==> src/sgram_gfx_pkg.sv <==
// Purpose: shared constants and types for the graphics write functions
// Assumes: 32-bit data port, two banks, 8-column blocks
// Notes:   bit offsets, widths and the mask, color and plane reset values live here
`default_nettype none
package sgram_gfx_pkg;
   localparam int DATA_W      = 32;
   localparam int MASK_W      = 4;
   localparam int BANKS       = 2;
   localparam int COL_W       = 8;
   localparam int ROW_W       = 9;
   localparam int BLOCK_COLS  = 8;
   localparam int BLOCK_LSB   = 3;
   localparam int ADDR_W      = 11;
   localparam int A_MASK_BIT  = 5;
   localparam int A_COLOR_BIT = 6;
   localparam int A_BANK_BIT  = 10;
   localparam int A_APRE_BIT  = 9;
   localparam logic [31:0] MASK_RESET  = 32'hffff_ffff;
   localparam logic [31:0] COLOR_RESET = 32'h0000_0000;
   localparam logic [1:0]  PLANE_RESET = 2'h0;

   // decoded command of one cycle
   typedef enum logic [2:0] {
      CMD_NOP   = 3'h0,
      CMD_ACT   = 3'h1,
      CMD_WRITE = 3'h3,
      CMD_SPEC  = 3'h2,
      CMD_OTHER = 3'h6
   } cmd_t;

   // write request handed to the array
   typedef struct packed {
      logic              bank;
      logic [ROW_W-1:0]  row;
      logic [COL_W-1:0]  col;
      logic              block;
      logic [31:0]       data;
      logic [31:0]       bitEn;
      logic [7:0]        colEn0;
      logic [7:0]        colEn1;
      logic [7:0]        colEn2;
      logic [7:0]        colEn3;
   } wr_req_t;
endpackage : sgram_gfx_pkg
`default_nettype wire

==> src/wr_req_if.sv <==
// Purpose: carries write requests from the decoder to the two-entry buffer
// Assumes: single clock
// Notes:   valid/ready handshake
`timescale 1ns/1ps
`default_nettype none
interface wr_req_if;
   logic                    valid;
   logic                    ready;
   sgram_gfx_pkg::wr_req_t  req;
   modport src  (output valid, output req, input ready);
   modport sink (input valid, input req, output ready);
endinterface : wr_req_if
`default_nettype wire

==> src/skid_buffer.sv <==
// Purpose: two-entry buffer in the write path
// Assumes: one clock, async active-high reset
// Notes:   full at two entries; ready drops so no word is lost
`timescale 1ns/1ps
`default_nettype none
module skid_buffer (
   input  wire logic              ref_clk,
   input  wire logic              rst,
   wr_req_if.sink                 inPort,
   output logic                   outValid,
   input  wire logic              outReady,
   output sgram_gfx_pkg::wr_req_t outReq
);
   typedef struct packed {
      sgram_gfx_pkg::wr_req_t e0;
      sgram_gfx_pkg::wr_req_t e1;
      logic [1:0]             count;
   } buf_state_t;

   buf_state_t st;
   buf_state_t next_st;
   logic       push;
   logic       pop;

   assign inPort.ready = (st.count != 2'h2);
   assign outValid     = (st.count != 2'h0);
   assign outReq       = st.e0;
   assign push         = inPort.valid && inPort.ready;
   assign pop          = outValid && outReady;

   always_comb
   begin
      next_st = st;
      if (pop)
      begin
         next_st.e0 = st.e1;
      end
      if (push)
      begin
         if (st.count == 2'h0 || (st.count == 2'h1 && pop))
         begin
            next_st.e0 = inPort.req;
         end
         else
         begin
            next_st.e1 = inPort.req;
         end
      end
      next_st.count = st.count + {1'b0, push} - {1'b0, pop};
   end

   always_ff @(posedge ref_clk or posedge rst)
   begin
      if (rst)
      begin
         st <= '0;
      end
      else
      begin
         st <= next_st;
      end
   end
endmodule : skid_buffer
`default_nettype wire

==> src/sgram_gfx_write.sv <==
// Purpose: graphics write front end: mask/color load, bit-plane mask, block write
// Assumes: controller keeps command spacing and data-bus rules
// Notes:   array writes leave through a buffered valid/ready port
`timescale 1ns/1ps
`default_nettype none

// How it works
// - special set with address 5 loads mask
// - special set with address 6 loads color
// - new command accepted right after loads
// - activate sets bank masking from select
// - mask bit one writes, zero keeps
// - write with select high is block
// - block covers eight aligned columns
// - block data from color register
// - data pin 8b+c selects column c
// - color masked by pins, planes, bytes
// - block write is single non-burst
// - one mask, one color, shared
// - four byte masks, eight pins each
module sgram_gfx_write (
   input  wire logic                             ref_clk,
   input  wire logic                             rst,
   input  wire logic                             chipSelect_n,
   input  wire logic                             rowStrobe_n,
   input  wire logic                             colStrobe_n,
   input  wire logic                             writeEnable_n,
   input  wire logic                             special_function_select,
   input  wire logic [sgram_gfx_pkg::ADDR_W-1:0] addr,
   input  wire logic [sgram_gfx_pkg::MASK_W-1:0] byteMask,
   input  wire logic [sgram_gfx_pkg::DATA_W-1:0] dqIn,
   output logic                                  arrayValid,
   input  wire logic                             arrayReady,
   output sgram_gfx_pkg::wr_req_t                arrayReq,
   output logic [sgram_gfx_pkg::DATA_W-1:0]      maskValue,
   output logic [sgram_gfx_pkg::DATA_W-1:0]      colorValue,
   output logic [sgram_gfx_pkg::BANKS-1:0]       bitplaneEnabled,
   output logic                                  cmdStall
);
   // ****************************************
   // state
   // ****************************************
   typedef struct packed {
      logic [31:0]                 mask;
      logic [31:0]                 color;
      logic [1:0]                  planeOn;
      logic [sgram_gfx_pkg::ROW_W-1:0] row0;
      logic [sgram_gfx_pkg::ROW_W-1:0] row1;
   } gfx_state_t;

   gfx_state_t st;
   gfx_state_t next_st;
   sgram_gfx_pkg::cmd_t cmd;
   wr_req_if            reqBus ();
   sgram_gfx_pkg::wr_req_t req;
   logic                bank;
   logic                planeMaskOn;
   logic [31:0]         byteBits;
   logic [31:0]         planeBits;
   logic                isBlock;

   // ****************************************
   // command decode
   // ****************************************
   always_comb
   begin
      cmd = sgram_gfx_pkg::CMD_NOP;
      if (!chipSelect_n)
      begin
         unique case ({rowStrobe_n, colStrobe_n, writeEnable_n})
            3'b000:  cmd = sgram_gfx_pkg::CMD_SPEC;
            3'b011:  cmd = sgram_gfx_pkg::CMD_ACT;
            3'b100:  cmd = sgram_gfx_pkg::CMD_WRITE;
            3'b111:  cmd = sgram_gfx_pkg::CMD_NOP;
            default: cmd = sgram_gfx_pkg::CMD_OTHER;
         endcase
      end
   end

   assign bank    = addr[sgram_gfx_pkg::A_BANK_BIT];
   assign planeMaskOn = st.planeOn[bank];
   assign isBlock = special_function_select;

   // byte mask spans eight pins, high level blocks the byte
   genvar gb;
   generate
      for (gb = 0; gb < sgram_gfx_pkg::MASK_W; gb++)
      begin : g_byte
         assign byteBits[8*gb +: 8] = {8{~byteMask[gb]}};
      end
   endgenerate

   // with masking off every plane is written
   assign planeBits = planeMaskOn ? st.mask : 32'hffff_ffff;

   // ****************************************
   // write request build
   // ****************************************
   always_comb
   begin
      req        = '0;
      req.bank   = bank;
      req.row    = bank ? st.row1 : st.row0;
      req.block  = isBlock;
      req.bitEn  = planeBits & byteBits;
      if (isBlock)
      begin
         // low three column bits dropped to align the block
         req.col    = {addr[sgram_gfx_pkg::COL_W-1:sgram_gfx_pkg::BLOCK_LSB],
                       3'h0};
         req.data   = st.color;
         req.colEn0 = dqIn[7:0];
         req.colEn1 = dqIn[15:8];
         req.colEn2 = dqIn[23:16];
         req.colEn3 = dqIn[31:24];
      end
      else
      begin
         req.col    = addr[sgram_gfx_pkg::COL_W-1:0];
         req.data   = dqIn;
         req.colEn0 = 8'h01;
         req.colEn1 = 8'h01;
         req.colEn2 = 8'h01;
         req.colEn3 = 8'h01;
      end
   end

   // one request per command; block never bursts
   assign reqBus.valid = (cmd == sgram_gfx_pkg::CMD_WRITE);
   assign reqBus.req   = req;
   assign cmdStall     = ~reqBus.ready;

   // ****************************************
   // register updates
   // ****************************************
   always_comb
   begin
      next_st = st;
      if (cmd == sgram_gfx_pkg::CMD_SPEC && special_function_select)
      begin
         // both bits high loads both from the same cycle's data
         if (addr[sgram_gfx_pkg::A_MASK_BIT])
         begin
            next_st.mask = dqIn;
         end
         if (addr[sgram_gfx_pkg::A_COLOR_BIT])
         begin
            next_st.color = dqIn;
         end
      end
      if (cmd == sgram_gfx_pkg::CMD_ACT)
      begin
         next_st.planeOn[bank] = special_function_select;
         if (bank)
         begin
            next_st.row1 = addr[sgram_gfx_pkg::ROW_W-1:0];
         end
         else
         begin
            next_st.row0 = addr[sgram_gfx_pkg::ROW_W-1:0];
         end
      end
   end

   // loads complete in one edge, so the next cycle takes a command
   always_ff @(posedge ref_clk or posedge rst)
   begin
      if (rst)
      begin
         st.mask  <= sgram_gfx_pkg::MASK_RESET;
         st.color <= sgram_gfx_pkg::COLOR_RESET;
         st.planeOn <= sgram_gfx_pkg::PLANE_RESET;
         st.row0  <= '0;
         st.row1  <= '0;
      end
      else
      begin
         st <= next_st;
      end
   end

   assign maskValue       = st.mask;
   assign colorValue      = st.color;
   assign bitplaneEnabled = st.planeOn;

   // ****************************************
   // buffered path to the array
   // ****************************************
   skid_buffer u_buf (
      .ref_clk  (ref_clk),
      .rst      (rst),
      .inPort   (reqBus.sink),
      .outValid (arrayValid),
      .outReady (arrayReady),
      .outReq   (arrayReq)
   );
endmodule : sgram_gfx_write
`default_nettype wire

==> config.mk <==
export PLATFORM = sky130hd
export DESIGN_NAME = sgram_gfx_write
export DESIGN_NICKNAME = d
export VERILOG_FILES = /design/src/sgram_gfx_pkg.sv /design/src/wr_req_if.sv /design/src/skid_buffer.sv /design/src/sgram_gfx_write.sv
export SDC_FILE = /design/constraint.sdc
export NUM_CORES = 1
export LEC_CHECK = 0
export ABC_AREA = 1
export BUFFER_PORTS_ARGS = -buffer_cell sky130_fd_sc_hd__buf_2
export CAP_MARGIN = 15
export CORE_UTILIZATION = 62
export DETAILED_ROUTE_END_ITERATION = 6
export GPL_TIMING_DRIVEN = 0
export PLACE_DENSITY = 0.95
export SKIP_CTS_REPAIR_TIMING = 1
export SYNTH_ARGS = -nofsm -noshare
export SYNTH_HDL_FRONTEND = slang
export SYNTH_SLANG_ARGS = --single-unit
==> constraint.sdc <==
create_clock -name ref_clk -period 17.8 [get_ports ref_clk]
set_clock_uncertainty 0.2 [all_clocks]
set_input_delay 0.89 -clock ref_clk [delete_from_list [all_inputs] [get_ports ref_clk]]
set_output_delay 0.89 -clock ref_clk [all_outputs]
set_load 0.02 [all_outputs]
== Word level (Yosys, flattened, before mapping) ==
Index checks and enable logic that the tools add are counted.

* $add $sub $neg: 2
* Magnitude comparators: 2
* Eq/ne operators: 8
* Mux-type cells: 16
* Bitwise gates (word level): 8
* Reductions and logical operators: 14

{| class="wikitable"
|+ Operators with widths
! operator !! count
|-
| 115-bit 2-to-1 mux || 3
|-
| 230-bit 2-to-1 mux || 1
|-
| 32-bit 2-to-1 mux || 3
|-
| 32-bit AND || 1
|-
| 3-bit case mux with 4 select lines || 1
|-
| 2-bit AND reduction || 5
|-
| 3-bit by 2-bit equality test with 1-bit output, second input constant || 3
|-
| 9-bit 2-to-1 mux || 1
|-
| 1-bit NOT || 7
|-
| 3-bit equality test, second input constant || 2
|-
| 3-bit 2-to-1 mux || 2
|-
| 1-bit logical AND || 5
|-
| 3-bit by 1-bit equality test with 1-bit output, second input constant || 1
|-
| 3-bit logical NOT || 1
|-
| 1-bit 2-to-1 mux || 3
|-
| 2-bit by 1-bit adder with 2-bit output || 1
|-
| 2-bit bitwise mux || 1
|-
| 2-bit by 1-bit equality test with 1-bit output, second input constant || 1
|-
| 2-bit logical NOT || 1
|-
| 1-bit by 2-bit < comparator with 1-bit output, second input constant || 1
|-
| 2-bit != test, second input constant || 1
|-
| 2-bit nonzero test || 1
|-
| 2-bit by 1-bit subtractor with 2-bit output || 1
|-
| 1-bit demux with 1-bit select || 1
|-
| other kinds (2) || 2
|}

* Register bits after elaboration: 316
* Input bits: 55
* Output and inout port bits: 183
* Logic and storage cells: 76

== Longest topological paths before layout ==
* Depth in word-level cells: 7
* Depth in mapped cells: 9
* Depth with buffers taken out: 7

== Hierarchy ==
From an unflattened synthesis, not the netlist that was laid out.

* Cell total of the unflattened synthesis: 2291
* Area total of the unflattened synthesis: 16779.8 sq um

{| class="wikitable"
|+ By module, submodules not included
! module !! instances !! cells an instance !! area an instance (sq um) !! sequential area each (sq um)
|-
| skid_buffer || 1 || 1607 || 11803.8 || 5805.6
|-
| sgram_gfx_write || 1 || 684 || 4976.0 || 2142.1
|}

== Least setup slack after synthesis ==
OpenSTA, ideal clock, no wires.

* Kind: input to register
* Start point: input port arrayReady
* End point: register u_buf.st[1] (netlist name)
* Arrival time: 2.037 ns
* Setup slack: 15.446 ns
* Cell stages on the path: 9
* Buffers on the path: 2
* Cells stage by stage: buf_2 > inv_1 > nor2_1 > clkbuf_1 > ha_1 > inv_1 > nand3_1 > nand2_1 > nand2_1

{| class="wikitable"
|+ RTL lines
! what !! RTL line !! source
|-
| start: declaration || sgram_gfx_write.sv:33 || <nowiki>input wire logic arrayReady,</nowiki>
|-
| end signal: assignment || skid_buffer.sv:60 || <nowiki>st <= next_st;</nowiki>
|-
| end: declaration || skid_buffer.sv:20 || <nowiki>buf_state_t st;</nowiki>
|}

== Final worst setup path ==
* Start point: register u_buf.st[1] (netlist name)
* End point: output port arrayValid

* Longest elaborated chain between the ends: 1

{| class="wikitable"
|+ RTL lines
! what !! RTL line !! source
|-
| 2-bit nonzero test || skid_buffer.sv:26 || <nowiki>assign outValid = (st.count != 2'h0);</nowiki>
|-
| end: declaration || sgram_gfx_write.sv:32 || <nowiki>output logic arrayValid,</nowiki>
|}

No other way between the ends.

==> flow_summary.ini <==
[synth]
synth_top_area_share = 0.447
synth.most_common_cell = nand2_1
synth_edf_count = 0
synth_top_area_cell = dfrtp_1
synth_fa_ha_area_frac = 0.000786
synthTopCellsByArea = dfrtp_1 (45%), nand2_1 (32%), buf_4 (8.9%), dfstp_2 (5.3%), inv_1 (2.0%)
ys_ff_latch = 316
syn_area_per_cell_um2 = 7.27
synth_common_cells = nand2_1 (1,375), dfrtp_1 (284), buf_4 (189), inv_1 (86), buf_2 (44)
synth_compound_area_frac = 0.0183
ys.warnings.count = 0
synthSimpleGateAreaFrac = 0.343
synth_area_mm2 = 0.0159
synth_top_family_by_area = simple AND/OR/NAND/NOR gates
synthesis.nets = 2244
synth_mux_area_frac = 0
synthCells = 2188
ys_seq_area_frac = 0.499
synthFlopType = dfrtp_1
synth_async_sr_flop_share = 1.00
synth_cell_type_count = 19
synth_xor_area_frac = 0.00110

[pwr]
pwr-share-comb = 0.366
net-switching-power_mw = 1.15
p_per_area_mw_per_mm2 = 162
power_frac_seq = 0.391
pwr-share-clk = 0.243
switching_share = 0.378
internal_power_mw = 1.89
p_leak_nw = 11.5
peakVddDrop_v = 0.000100

[sta]
rsz0062_at_grt = no
relSlewSlack = 0.412
drv_slew = 0
min_period_ps = 2930
worstMarginPinSlew_ps = 882
setup_tns_ps = 0
finalCritPeriodShare = 0.165
finalHoldViolCount = 0
setup_viol = 0
fmax_mhz = 341

[finish]
stdcell_count = 2815
syn_to_final_growth_pct = 17.7
layout-drive-gt1-share = 0.227
nFillCells = 1740
nets = 2513

[floorplanning]
initial_core_util = 0.632
pin_count = 238
die_h_um = 162
coreArea_mm2 = 0.0252
dieArea_mm2 = 0.0263
num_rows = 58
fp.dieW_um = 162

[worst_setup_path]
startpoint_type = flop
crit_end = arrayValid
crit_arrival_ps = 1840
rr_startpoint = u_buf.st[1]
cp-startpoint = u_buf.st[1]
cp_max_fo = 10
rrSetupSlack_ps = 15400
cp.required_ps = 16710
critPathKind = reg2out
r2r-end = u_buf.outReq[96]
end_kind = output port
rr_worst_depth = 9

[place]
portBuffers = 231
dp_cells = 2751
dp.final_hpwl_mm = 33.1
finalWeightedCongestion = 0.889

[cts]
clk_pin_slew_ps = 60
clockBufferDepth = 3
insertion_delay_ps = 510
htree_num_levels = 2
cts_tree = yes
clockRootBuffer = clkbuf_16
clock_sinks = 316
cts_buffers = 34

[grt]
grt_usage = 0.367
grt_max_degree = 127
antenna_found_initial = 3
grt_pass1_wl_mm = 74.3
grt_pass1_vias = 14544
grt_overflow = 0

[detailed_routing]
vias = 15236
drt-wirelength-per-cell_um = 17.1
drt_first_pass_iters = 6
avgViaCountPerCell = 5.41
finalWirelength_mm = 48.2
drt_iter0_markers = 1851
postRouteAntennaNets = 0
route.detailed.drc = 0

[worst_hold_path]
hold_class = reg2reg

[status]
status = finished, final reports clean

[flow_run]
drv_cap = 0
-- cell type report --
class,count,area (um^2),share of cell area
Inverter,88,338,0.0180
Antenna cell,3,7.51,0.000401
Multi-Input combinational cell,1491,5770,0.308
Timing Repair Buffer,233,1210,0.0647
Tap cell,330,413,0.0220
Clock buffer,55,1110,0.0595
Buffer,293,1860,0.0995
Clock inverter,6,58.8,0.00314
Sequential cell,316,7950,0.424
-- metrics by stage --
stage                util  instance area (um^2)  setup WS (ps)  hold WS (ps)  power, mW
floorplan               -                 15900           8020           242       1.94
detailed placement  0.697                 17500          14970           258       2.26
global route        0.744                 18700          14820           293       3.18
CTS                 0.743                 18700          14920           273       3.01
global placement    0.694                 17500           4950           253       2.21
finish              0.744                 18700          14870           274       3.03
-- power groups by stage --
stage | sequential, mW | clock (mW) | combinational, mW
after floorplan | 1.12 | 0 | 0.813
after global routing | 1.21 | 0.764 | 1.21
after CTS | 1.18 | 0.734 | 1.10
after global placement | 1.17 | 0 | 1.04
after detailed placement | 1.18 | 0 | 1.08
final | 1.19 | 0.737 | 1.11
-- layer usage --
layer  vias up  wire (um)  global-route usage
li1       6899          -                   -
met1      7096      17300               0.453
met2      1029      23100               0.604
met3       212       5230              0.0774
met4         0       2610               0.200
met5         -          0                   0
-- sequential cells by signal (all words and copies together) (netlist names) --
| register | flops |
|---|---|
| maskValue | 32 |
| u_buf.st | 117 |
| u_buf.outReq | 115 |
| st | 18 |
| bitplaneEnabled | 2 |
| colorValue | 32 |
-- worst min-delay path by stage --
| stage | slack [ps] | to | from | cells after the start |
|---|---|---|---|---|
| finish | 270 | u_buf.st[16] | u_buf.st[16] | 2 |
| global route | 290 | maskValue[0] | maskValue[0] | 2 |
| CTS | 270 | u_buf.st[17] | u_buf.st[17] | 2 |
| detailed placement | 260 | u_buf.st[93] | u_buf.st[93] | 2 |
| global placement | 250 | u_buf.st[4] | u_buf.st[4] | 2 |
| floorplan | 240 | u_buf.st[100] | u_buf.st[100] | 2 |
-- critical path: stages, from the launching register on --
cell and delay [ps]:
dfrtp_1 440, inv_2 60, nand2_2 180, buf_1 380
buf_2 260
-- layout by cell type (no fill, tap or decap), types with 3 or more instances in the layout --
cell type,count
nand2_2,3
buf_4,189
clkbuf_16,37
diode_2,3
dfrtp_1,284
buf_1,17
buf_2,275
nand2_1,1375
a21oi_1,32
nor2_1,12
o21ai_0,24
inv_1,85
clkinv_2,4
clkbuf_1,49
nand3_1,37
dfstp_2,32
clkbuf_8,12
-- logic make-up (layout without fill, tap and decap cells) --
group,after synthesis,in the layout
buffers and inverters,381,675
AOI/OAI and AO/OA,57,57
other,0,3
adders and majority gates,1,1
DFF,316,316
xor gates and xnor gates,2,2
and+or+nand+nor,1431,1431
Note: power is estimated with default switching activity, not from simulation.
